**src/pkg/rie_pkg.sv**
```systemverilog
/*
 * shared constants for the instruction execute core: instruction fields,
 * opcodes, register-file indices and the register map of the bus slave.
 * assumes a 22-bit instruction word presented by program memory.
 */
package rie_pkg;

	// ****************************************
	// instruction fields
	// ****************************************
	localparam int OP_HI = 21;
	localparam int OP_LO = 17;
	localparam int MODE_BIT = 16;
	localparam int R1_HI = 15;
	localparam int R1_LO = 12;
	localparam int R2_HI = 11;
	localparam int R2_LO = 8;
	localparam int IMM_HI = 7;
	localparam int IMM_LO = 0;
	localparam int EA_SEL_HI = 7;
	localparam int EA_SEL_LO = 6;
	localparam int EA_OFS_HI = 5;

	typedef enum logic [4:0] {
		OP_NOP = 5'h00, OP_JUMP = 5'h01, OP_JC = 5'h02, OP_JNC = 5'h03,
		OP_JZ = 5'h04, OP_JNZ = 5'h05, OP_CALL = 5'h06, OP_CALLS = 5'h07,
		OP_RET = 5'h08, OP_RETS = 5'h09, OP_RETI = 5'h0A, OP_PUSH = 5'h0B,
		OP_POP = 5'h0C, OP_MOVI = 5'h0D, OP_MOVR = 5'h0E, OP_MOVRD = 5'h0F,
		OP_MOVAI = 5'h10, OP_CMVD = 5'h11, OP_CMVS = 5'h12, OP_SHL = 5'h13,
		OP_SHIFT_LEFT_THRU_CARRY = 5'h14, OP_SHR = 5'h15, OP_SHRC = 5'h16, OP_SHRA = 5'h17,
		OP_ONES_COMPLEMENT = 5'h18, OP_TWOS_COMPLEMENT = 5'h19, OP_TWOS_COMPLEMENT_CARRY = 5'h1A, OP_INC = 5'h1B,
		OP_INCC = 5'h1C
	} rie_op_t;

	// ****************************************
	// register file indices
	// ****************************************
	localparam logic [3:0] RI_I0H = 4'h4;
	localparam logic [3:0] RI_IPH = 4'hC;
	localparam logic [3:0] RI_IPL = 4'hD;
	localparam logic [3:0] RI_STAT = 4'hE;
	localparam logic [3:0] RI_ACC = 4'hF;
	localparam int STAT_GIE_BIT = 5;

	// ****************************************
	// bus register map
	// ****************************************
	localparam logic [3:0] REG_CTRL = 4'h0;
	localparam logic [3:0] REG_FLAGS = 4'h4;
	localparam logic [3:0] REG_PC = 4'h8;
	localparam logic [3:0] REG_ACC = 4'hC;
	localparam int CTRL_RUN_BIT = 0;
	localparam logic CTRL_RUN_RST = 1'b1;
	localparam logic [15:0] PC_RST = 16'h0000;
	localparam logic [15:0] PC_STEP = 16'h0001;
	localparam logic [7:0] ONE8 = 8'h01;
	localparam logic [7:0] MIN_NEG8 = 8'h80;

endpackage

```
**src/core/rie_core.sv**
```systemverilog
/*
 * single-cycle execute core for jumps, calls, stack, moves, shifts,
 * complements and increments, with an avalon-mm control slave.
 * assumes combinational-read program and data memories on sys_clk_in.
 */
// Behaviour
// - jump always loads pc from target or index; conditional jumps only if condition true; no flags
// - call shifts stack down, saves next pc on top, jumps
// - short call saves next pc in index register; short return jumps there
// - return pops top into pc; interrupt return also sets global enable
// - push advances pc, shifts stack down, stores index register on top
// - pop advances pc, loads index register from top, shifts stack up
// - register moves write accumulator and destination, zero only; memory moves no flags
// - move-if-carry-clear always writes accumulator, destination only when carry is 0
// - move-if-carry-set always writes accumulator, destination only when carry is 1
// - shift left inserts 0, old bit 7 into carry; updates carry, overflow, zero
// - shift left through carry inserts old carry, old bit 7 into carry
// - shift right clears bit 7, old bit 0 into carry
// - shift right through carry inserts old carry at bit 7, bit 0 to carry
// - arithmetic shift right keeps bit 7, old bit 0 into carry
// - ones complement inverts operand, updates zero only
// - twos complement negates; carry set exactly when result is zero
// - twos complement with carry adds carry; carry set if zero and carry was 1
// - increment adds one; carry set when result wraps to zero
// - increment with carry adds carry; carry set if zero and carry was 1
// - every instruction completes in one clock cycle
// - zero flag equals accumulator being zero after flag-updating instructions
// - sixteen 8-bit internal registers selected by register operands
module rie_core import rie_pkg::*; #(
	parameter int STACK_DEPTH = 8
) (
	// clock, reset, enable
	input wire logic sys_clk_in,
	input wire logic rst_in,
	input wire logic ce_in,
	// program memory
	output logic [15:0] pmem_addr_out,
	input wire logic [21:0] instr_in,
	// data memory
	output logic [15:0] dmem_raddr_out,
	input wire logic [7:0] dmem_rdata_in,
	output logic dmem_we_out,
	output logic [15:0] dmem_waddr_out,
	output logic [7:0] dmem_wdata_out,
	// avalon-mm slave
	input wire logic [3:0] avs_address_in,
	input wire logic avs_read_in,
	input wire logic avs_write_in,
	input wire logic [31:0] avs_writedata_in,
	output logic [31:0] avs_readdata_out,
	output logic avs_waitrequest_out
);

	typedef struct packed {
		logic [15:0] pc;
		logic [15:0][7:0] rf;
		logic [STACK_DEPTH-1:0][15:0] stk;
		logic c;
		logic v;
		logic z;
		logic run;
		logic dm_we;
		logic [15:0] dm_wa;
		logic [7:0] dm_wd;
		logic bus_wait;
		logic [31:0] bus_rd;
	} rie_state_t;

	rie_state_t st_q;
	rie_state_t st_d;

	// ****************************************
	// address generation unit
	// ****************************************
	// index pair plus short offset; swap this function for the full mode set
	function automatic logic [15:0] rie_agu(input logic [15:0][7:0] rf, input logic [7:0] ea);
		logic [3:0] hi;
		hi = RI_I0H + {1'b0, ea[EA_SEL_HI:EA_SEL_LO], 1'b0};
		return {rf[hi], rf[hi + 4'h1]} + {10'h000, ea[EA_OFS_HI:0]};
	endfunction

	// ****************************************
	// instruction decode
	// ****************************************
	rie_op_t op;
	logic mode;
	logic [3:0] r1;
	logic [3:0] r2;
	logic [7:0] imm;
	logic [15:0] ip;
	logic [15:0] ea;
	logic [15:0] pc_inc;
	logic [15:0] tgt;
	logic [7:0] dm_rd;
	logic [7:0] src;
	logic ex;

	assign op = rie_op_t'(instr_in[OP_HI:OP_LO]);
	assign mode = instr_in[MODE_BIT];
	assign r1 = instr_in[R1_HI:R1_LO];
	assign r2 = instr_in[R2_HI:R2_LO];
	assign imm = instr_in[IMM_HI:IMM_LO];
	assign ip = {st_q.rf[RI_IPH], st_q.rf[RI_IPL]};
	assign ea = rie_agu(st_q.rf, imm);
	assign pc_inc = st_q.pc + PC_STEP;
	assign tgt = mode ? ip : instr_in[R1_HI:IMM_LO];
	assign ex = ce_in && st_q.run;
	// read port is combinational so one instruction fits one cycle
	assign dmem_raddr_out = ea;
	// forward the posted write so a read right after it sees fresh data
	assign dm_rd = (st_q.dm_we && st_q.dm_wa == ea) ? st_q.dm_wd : dmem_rdata_in;
	assign src = mode ? dm_rd : st_q.rf[r2];

	// ****************************************
	// return stack shifters
	// ****************************************
	logic [STACK_DEPTH-1:0][15:0] stk_dn;
	logic [STACK_DEPTH-1:0][15:0] stk_up;

	genvar g;
	generate
		for (g = 0; g < STACK_DEPTH; g++) begin : g_stk
			if (g == 0) begin : g_top
				assign stk_dn[g] = 16'h0000;
			end else begin : g_mid
				assign stk_dn[g] = st_q.stk[g-1];
			end
			if (g == STACK_DEPTH - 1) begin : g_bot
				assign stk_up[g] = 16'h0000; // bottom empties to zero
			end else begin : g_low
				assign stk_up[g] = st_q.stk[g+1];
			end
		end
	endgenerate

	// ****************************************
	// next state
	// ****************************************
	logic [7:0] res;
	logic wr_a;
	logic wr_r1;
	logic upd_z;
	logic cnd;

	always_comb begin
		st_d = st_q;
		res = 8'h00;
		wr_a = 1'b0;
		wr_r1 = 1'b0;
		upd_z = 1'b0;
		cnd = 1'b0;
		st_d.dm_we = 1'b0;
		// bus: one wait cycle, then answer for exactly one edge
		st_d.bus_wait = 1'b1;
		if ((avs_read_in || avs_write_in) && st_q.bus_wait) begin
			st_d.bus_wait = 1'b0;
			if (avs_address_in == REG_CTRL) begin
				st_d.bus_rd = {31'h00000000, st_q.run};
			end else if (avs_address_in == REG_FLAGS) begin
				st_d.bus_rd = {29'h00000000, st_q.z, st_q.v, st_q.c};
			end else if (avs_address_in == REG_PC) begin
				st_d.bus_rd = {16'h0000, st_q.pc};
			end else if (avs_address_in == REG_ACC) begin
				st_d.bus_rd = {24'h000000, st_q.rf[RI_ACC]};
			end else begin
				st_d.bus_rd = 32'h00000000;
			end
		end
		if (avs_write_in && !st_q.bus_wait && avs_address_in == REG_CTRL) begin
			st_d.run = avs_writedata_in[CTRL_RUN_BIT];
		end
		// execute: every opcode retires in this one cycle
		if (st_q.run) begin
			st_d.pc = pc_inc;
			case (op)
				OP_JUMP: st_d.pc = tgt;
				OP_JC, OP_JNC, OP_JZ, OP_JNZ: begin
					case (op)
						OP_JC: cnd = st_q.c;
						OP_JNC: cnd = !st_q.c;
						OP_JZ: cnd = st_q.z;
						default: cnd = !st_q.z;
					endcase
					if (cnd) begin
						st_d.pc = tgt;
					end
				end
				OP_CALL: begin
					st_d.stk = stk_dn;
					st_d.stk[0] = pc_inc;
					st_d.pc = tgt;
				end
				OP_CALLS: begin
					{st_d.rf[RI_IPH], st_d.rf[RI_IPL]} = pc_inc;
					st_d.pc = tgt;
				end
				OP_RET, OP_RETI: begin
					st_d.pc = st_q.stk[0];
					st_d.stk = stk_up;
					if (op == OP_RETI) begin
						st_d.rf[RI_STAT][STAT_GIE_BIT] = 1'b1;
					end
				end
				OP_RETS: st_d.pc = ip;
				OP_PUSH: begin
					st_d.stk = stk_dn;
					st_d.stk[0] = ip;
				end
				OP_POP: begin
					{st_d.rf[RI_IPH], st_d.rf[RI_IPL]} = st_q.stk[0];
					st_d.stk = stk_up;
				end
				OP_MOVI, OP_MOVR: begin
					res = (op == OP_MOVI) ? imm : src;
					wr_a = 1'b1;
					wr_r1 = 1'b1;
					upd_z = 1'b1;
				end
				OP_MOVRD: begin
					st_d.dm_we = 1'b1;
					st_d.dm_wa = ea;
					st_d.dm_wd = st_q.rf[r1];
				end
				OP_MOVAI: begin
					st_d.dm_we = 1'b1;
					st_d.dm_wa = {8'h00, instr_in[R1_HI:R2_LO]};
					st_d.dm_wd = imm;
				end
				OP_CMVD, OP_CMVS: begin
					res = src;
					wr_a = 1'b1;
					upd_z = 1'b1;
					wr_r1 = (op == OP_CMVD) ? !st_q.c : st_q.c;
				end
				OP_SHL, OP_SHIFT_LEFT_THRU_CARRY: begin
					res = {src[6:0], (op == OP_SHIFT_LEFT_THRU_CARRY) && st_q.c};
					st_d.c = src[7];
					st_d.v = src[7] ^ src[6];
					wr_a = 1'b1;
					wr_r1 = 1'b1;
					upd_z = 1'b1;
				end
				OP_SHR, OP_SHRC, OP_SHRA: begin
					if (op == OP_SHR) begin
						res = {1'b0, src[7:1]};
					end else if (op == OP_SHRC) begin
						res = {st_q.c, src[7:1]};
					end else begin
						res = {src[7], src[7:1]};
					end
					st_d.c = src[0];
					st_d.v = 1'b0; // right shifts cannot overflow
					wr_a = 1'b1;
					wr_r1 = 1'b1;
					upd_z = 1'b1;
				end
				OP_ONES_COMPLEMENT: begin
					res = ~src;
					wr_a = 1'b1;
					wr_r1 = 1'b1;
					upd_z = 1'b1;
				end
				OP_TWOS_COMPLEMENT, OP_TWOS_COMPLEMENT_CARRY, OP_INC, OP_INCC: begin
					if (op == OP_TWOS_COMPLEMENT) begin
						res = ~src + ONE8;
					end else if (op == OP_TWOS_COMPLEMENT_CARRY) begin
						res = ~src + {7'h00, st_q.c};
					end else if (op == OP_INC) begin
						res = src + ONE8;
					end else begin
						res = src + {7'h00, st_q.c};
					end
					if (op == OP_TWOS_COMPLEMENT || op == OP_INC) begin
						st_d.c = (res == 8'h00);
					end else begin
						st_d.c = (res == 8'h00) && st_q.c;
					end
					if (op == OP_TWOS_COMPLEMENT || op == OP_TWOS_COMPLEMENT_CARRY) begin
						st_d.v = (src == MIN_NEG8);
					end else begin
						st_d.v = !src[7] && res[7];
					end
					wr_a = 1'b1;
					wr_r1 = 1'b1;
					upd_z = 1'b1;
				end
				default: ;
			endcase
			if (wr_r1) begin
				st_d.rf[r1] = res;
			end
			if (wr_a) begin
				st_d.rf[RI_ACC] = res;
			end
			if (upd_z) begin
				st_d.z = (res == 8'h00);
			end
		end
	end

	// state register; enable low freezes core and bus alike
	always_ff @(posedge sys_clk_in) begin
		if (rst_in) begin
			st_q <= '0;
			st_q.pc <= PC_RST;
			st_q.run <= CTRL_RUN_RST;
			st_q.bus_wait <= 1'b1;
		end else if (ce_in) begin
			st_q <= st_d;
		end
	end

	assign pmem_addr_out = st_q.pc;
	assign dmem_we_out = st_q.dm_we;
	assign dmem_waddr_out = st_q.dm_wa;
	assign dmem_wdata_out = st_q.dm_wd;
	assign avs_readdata_out = st_q.bus_rd;
	assign avs_waitrequest_out = st_q.bus_wait;
endmodule

```
**config.mk**
```make
export PLATFORM = sky130hd
export DESIGN_NAME = rie_core
export DESIGN_NICKNAME = d
export VERILOG_FILES = /design/src/pkg/rie_pkg.sv /design/src/core/rie_core.sv
export SDC_FILE = /design/constraint.sdc
export NUM_CORES = 1
export LEC_CHECK = 0
export ABC_AREA = 1
export BUFFER_PORTS_ARGS = -buffer_cell sky130_fd_sc_hd__buf_2
export CORE_ASPECT_RATIO = 1.75
export CORE_MARGIN = 8
export CORE_UTILIZATION = 48
export DETAILED_ROUTE_END_ITERATION = 10
export PLACE_DENSITY = 0.8
export SYNTH_ARGS = -nofsm -noshare
export SYNTH_HDL_FRONTEND = slang
export SYNTH_SLANG_ARGS = --single-unit
```
**constraint.sdc**
```tcl
create_clock -name sys_clk_in -period 4.89 [get_ports sys_clk_in]
set_input_delay 0.2445 -clock sys_clk_in [delete_from_list [all_inputs] [get_ports sys_clk_in]]
set_output_delay 0.2445 -clock sys_clk_in [all_outputs]
set_load 0.05 [all_outputs]
```
After elaboration in Yosys (flattened, before gate mapping):

Index checks and enable logic that the tools add are counted.

* output and inout port bits: 90
* flip-flop bits (word level): 334

* $lt $le $gt $ge: 5
* bitwise operators: 2
* add/sub/neg operators: 8
* reductions and logical operators: 42
* eq/ne operators: 33
* muxes and demuxes: 52

Operator list (number)
* $pmux W128 S3: 1
* $mux W8: 18
* $bmux W8 S4: 4
* $bwmux W128: 1
* $mux W128: 1
* $mux W16: 6
* $eq A5 B5 Y1 const B: 13
* $pmux W16 S4: 1
* $pmux W25 S2: 1
* $pmux W8 S6: 1
* $eq A5 B4 Y1 const B: 8
* $mux W33: 1
* $demux W8 S4: 1
* $pmux W16 S2: 1
* $mux W25: 1
* $eq A5 B3 Y1 const B: 4
* $lt A4 B5 Y1 const B: 4
* $reduce_and A3 Y1: 6
* $add A16 B1 Y16 const B: 1
* $add A16 B6 Y16: 1
* $add A8 B1 Y8: 2
* $add A8 B1 Y8 const B: 2
* $eq A16 B16 Y1: 1
* $logic_not A8 Y1: 2
* 26 further kinds: 60

Logic depth before layout (Yosys ltp):

* depth after elaboration: 20
* mapped depth: 43
* gate-level depth less buffers: 39

Least setup slack after synthesis:

OpenSTA, ideal clock, no wires.

* kind: in2reg
* start: input port instr_in[6]
* end: register st_q[59] (netlist bit)
* cell stages on the path: 36
* data arrival time: 5.123 ns
* path buffers: 5
* required time: 4.823 ns
* path slack: -0.300 ns
* cells stage by stage: buf_6 -> inv_6 -> buf_6 -> clkbuf_1 -> clkbuf_1 -> a21oi_1 -> a21oi_1 -> ha_1 -> buf_2 -> nand2_1 -> nand2_1 -> nand2_1 -> nand3_1 -> nand2_2 -> xor2_1 -> nand2_1 -> nand2_1 -> nand3_2 -> nor2_4 -> nand2_4 -> nand2_2 -> nand3_2 -> nand2_4 -> inv_1 -> ha_1 -> ha_1 -> a21boi_0 -> nand2_1 -> nand3_1 -> nand3_1 -> nand2_2 -> a21oi_2 -> nand3_1 -> nor2_1 -> nand2_1 -> a21oi_2

* word-level cells in the longest chain between the ends: 18
* elaborated cells between the ends (all ways): 27

RTL lines
* from (decl): line rie_core.sv:38 `input wire logic [21:0] instr_in,`
* $add A3 B3 Y4 (*): line rie_core.sv:78 `hi = RI_I0H + {1'b0, ea[EA_SEL_HI:EA_SEL_LO], 1'b0};`
* $add A4 B1 Y4: line rie_core.sv:79 `return {rf[hi], rf[hi + 4'h1]} + {10'h000, ea[EA_OFS_HI:0]};`
* $bmux W8 S4: line rie_core.sv:79
* $mux W8 (not written as such): line rie_core.sv:79
* $add A16 B6 Y16 (*): line rie_core.sv:79
* named net dmem_raddr_out[8]: line rie_core.sv:40 `output logic [15:0] dmem_raddr_out,`
* $eq A16 B16 Y1 (*): line rie_core.sv:111 `assign dm_rd = (st_q.dm_we && st_q.dm_wa == ea) ? st_q.dm_wd : dmem_rdata_in;`
* $logic_and A1 B1 Y1 (*): line rie_core.sv:111
* [3 not listed]
* $mux W8 / $add A8 B1 Y8 (equally long branches): line rie_core.sv:268, rie_core.sv:267
* $mux W8: line rie_core.sv:266 `end else if (op == OP_TWOS_COMPLEMENT_CARRY) begin`
* $mux W8: line rie_core.sv:264 `if (op == OP_TWOS_COMPLEMENT) begin`
* $mux W8: line rie_core.sv:175 `case (op)`
* $mux W8: line rie_core.sv:173 `if (st_q.run) begin`
* $pmux W8 S6 (*): line rie_core.sv:175
* $mux W8 (*): line rie_core.sv:173
* $logic_not A8 Y1 (*): line rie_core.sv:296 `st_d.z = (res == 8'h00);`
* to (signal assigned): line rie_core.sv:309 `st_q <= st_d;`
* to (decl): line rie_core.sv:69 `rie_state_t st_q;`

The timed path passes the listed nets; every way through them passes the cells marked *. The select of a mux whose other input is x is not followed.
A chain may end at the register's enable or synchronous reset.

Worst setup path after layout:

* start: register st_q[246] (netlist bit)
* end: register st_q, in the netlist ip[14]

* word-level cells in the longest chain between the ends: 17
* elaborated cells between the ends (all ways): 28

RTL lines
* $bmux W8 S4: line rie_core.sv:79
* $mux W8 (not written as such): line rie_core.sv:79
* $add A16 B6 Y16: line rie_core.sv:79
* $eq A16 B16 Y1: line rie_core.sv:111
* $logic_and A1 B1 Y1: line rie_core.sv:111
* $mux W8: line rie_core.sv:111
* $mux W8 (*): line rie_core.sv:112 `assign src = mode ? dm_rd : st_q.rf[r2];`
* $add A8 B1 Y8, or another cell as far along: line rie_core.sv:271 `res = src + {7'h00, st_q.c};`
* $mux W8 / $add A8 B1 Y8 (equally long branches): line rie_core.sv:268, rie_core.sv:267
* $mux W8: line rie_core.sv:266
* $mux W8: line rie_core.sv:264
* $mux W8: line rie_core.sv:175
* $mux W8: line rie_core.sv:173
* $pmux W8 S6 (*): line rie_core.sv:175
* $mux W8 (*): line rie_core.sv:173
* $bwmux W128 (*): line rie_core.sv:290 `st_d.rf[r1] = res;`
* $mux W128 (*): line rie_core.sv:289 `if (wr_r1) begin`

Mark *: on every way between the ends. The rest lies on a longest branch, timed or not. The select of a mux whose other input is x is not followed.

==> results.cfg <==
[drt]
num_vias = 21734
route.met2.wl_um = 35700
viasPerCell = 5.88
wl_um = 74200
wl_met1_um = 24700
drt_iter0_drc = 2313
ant_nets = 0
wl_per_cell_um = 20.1
drc = 0
wl_met3_um = 5440
topRoutingLayerUsed = met4
drt-pass1-iter-count = 6

[timing]
min_period_ns = 4.68
setup_slack_ns = 0.209
period_share_pct = 95.7
finalSetupTns_ns = 0
clock_skew_ns = 0.0271
slew_violations = 0
finalHoldViolations = 0
rsz0062_at_grt = true
tightest_slew_ns = 1.30
relSlewSlack_pct = 12.9
timing.fmax_mhz = 214
setup_viol = 0

[clock_network]
htree_levels = 2
clk_pin_slew_ns = 0.06
cts_tree = built
cts_buffer_depth = 3
clock_latency_ns = 0.55
cts_sinks = 318
cts_buffers = 34
root_buffer = clkbuf_16

[layout]
drive_above_1_share_pct = 14.6
nets = 3202
syn_to_final_growth_pct = 13.8
instances_no_fill = 3695
fill_cells = 4055

[outcome]
status = completed

[grt]
antenna_found_initial = 1
globalRouteTotalUtil_pct = 29.9
grt_pass1_vias = 20629
overflow = 0
grt_max_degree = 98
grt_pass1_wl_um = 113000

[worst_setup_path]
critPathTopFamily = simple AND/OR/NAND/NOR gates
r2r_start = st_q[246]$_SDFFE_PP0P_
worstPathRequired_ns = 5.27
start_kind = flop
crit_top_cell = nand2_4
critPathSlowestCell = fa_2
worstPathArrival_ns = 5.06
rr_endpoint = ip[14]$_SDFFE_PP0P_
regToRegSetupSlack_ns = 0.21
critPathCaptureType = flop
cpPeakStageDelay_ns = 0.61
critPathBufInv = 5
worstSetupPathType = flop to flop
crit_fanout = 7
r2r_cells = 35

[floorplan]
die_y_um = 284
io_pins = 161
initial_core_util_pct = 48.5
die_x_um = 169
dieArea_sq_um = 48100
coreArea_sq_um = 40700
fp-row-count = 98

[logic_synthesis]
synthTopCellsByArea = dfxtp_1, nand2_1, o21ai_0
synthFlopType = dfxtp_1
synthTopCellsByCount = nand2_1, inv_1, o21ai_0, dfxtp_1, a21oi_1
ys_seq_elements = 318
synth_largest_area_cell = dfxtp_1
synth_area_sq_um = 19700
netlist.area_leader.share_pct = 32.2
postSynth.asyncResetShare_pct = 0
syn_area_per_cell_sq_um = 6.45
netlist_instances = 3060
yosys_warnings = 0
yosysMostFrequentCell = nand2_1
seq_area_frac_synth_pct = 32.2
synth_edf_count = 0
synth.distinct_cells = 55

[pwr]
max-vdd-ir-drop_mv = 0.310
p_per_area_nw_per_um2 = 299
p_leak_nw = 9.59

[placement]
place_congestion = 1.04
dp_slack_ns = -0.0136
dp_hpwl_um = 52500
dp_cells = 3630
numPortBuffers = 113

[worst_hold_path]
whs_endpoint = avs_waitrequest_out$_SDFFE_PP1P_
hold_depth = 3
hold_start = ce_in
hold_class = input port to flop

[run]
cap_violations = 0
[worst max-delay path by stage]
stage / cells after the start / to / slack [ns] / start
floorplan: 36 / st_q[59]$_SDFFE_PP0P_ / 0.01 / instr_in[6]
global placement: 37 / st_q[242]$_SDFFE_PP0P_ / 0.11 / instr_in[6]
detailed placement: 36 / st_q[274]$_SDFFE_PP0P_ / -0.01 / instr_in[6]
CTS: 35 / st_q[274]$_SDFFE_PP0P_ / 0.10 / st_q[246]$_SDFFE_PP0P_
global route: 35 / st_q[266]$_SDFFE_PP0P_ / -0.04 / st_q[246]$_SDFFE_PP0P_
finish: 35 / ip[14]$_SDFFE_PP0P_ / 0.21 / st_q[246]$_SDFFE_PP0P_
[cells in the final DEF, fill, tap and decap left out, drive strengths merged, types with 15 or more instances in the layout]
cell type  Yosys  layout
a221oi        19      19
o221ai        25      25
a22oi         45      45
o21ai        389     389
o22ai         29      29
o211ai        27      27
buf           98     270
nor2         125     125
dfxtp        318     318
nand4         20      20
a41oi         17      17
nand3        159     159
xor2          15      15
a21oi        291     291
nand2        729     730
conb           1      16
a31oi        118     118
clkbuf       166      49
inv          404     406
[power breakdown]
group	internal (mW)	switching, mW	total [mW]
sequential	2.67	0.0892	2.76
clock	1.51	1.16	2.67
combinational	0.384	0.892	1.28
total	4.57	2.14	6.71
[cells by family after synthesis]
group	synth area share, %
AOI/OAI and AO/OA	28.9
xor gates and xnor gates	0.704
adders and majority gates	0.735
and+or+nand+nor	22.7
buffers and inverters	14.7
DFF	32.2
other	0.0190
[registers in the layout, summed over array words and instances, names as in the netlist]
register / cells
avs_readdata_out: 16
avs_waitrequest_out: 1
dmem_waddr_out: 16
dmem_wdata_out: 8
dmem_we_out: 1
ip: 16
pmem_addr_out: 16
st_q: 244
[through the flow]
step | cell area, sq um | util [%] | power [mW] | hold WS [ns]
final | 22500 | 55.2 | 6.71 | 0.0123
after global routing | 22500 | 55.2 | 6.92 | 0.0531
after CTS | 22200 | 54.4 | 6.65 | 0.00508
after detailed placement | 21000 | 51.6 | 4.00 | 0.452
after global placement | 21000 | 51.6 | 3.99 | 0.450
after floorplan | 19800 | - | 3.57 | 0.371
[routing by layer]
metal  GRT usage (%)  vias to the layer above
met5               0                        -
met4            30.0                        0
met3            5.47                      385
met2            51.0                     1095
met1            29.5                     9941
li1                -                    10313
[cell type report]
type	instances	area [sq um]	area share, %
multi-input cells	2083	10800	48.1
flip-flops and latches	318	6370	28.4
repair buffers	272	1910	8.50
inverters	411	1560	6.96
clock buffers	48	1010	4.52
well taps	550	688	3.06
clock inverters	12	116	0.518
diodes	1	2.50	0.0111
[worst min-delay path: cells and delay by family]
family / cells / cell delay, ns
AOI/OAI and AO/OA: 1 / 0.14
buffers and inverters: 1 / 0.10
and+or+nand+nor: 1 / 0.04
[what timing repair did]
| item | in CTS | in global routing |
|---|---|---|
| endpoints found under the setup margin | 0 | 126 |
| endpoints found under the hold margin | 1 | 0 |
| hold buffers | 1 | 0 |
| gates resized for setup | 0 | 78 |
| buffers inserted | 0 | 2 |
Power figures use the tool's default switching activity.
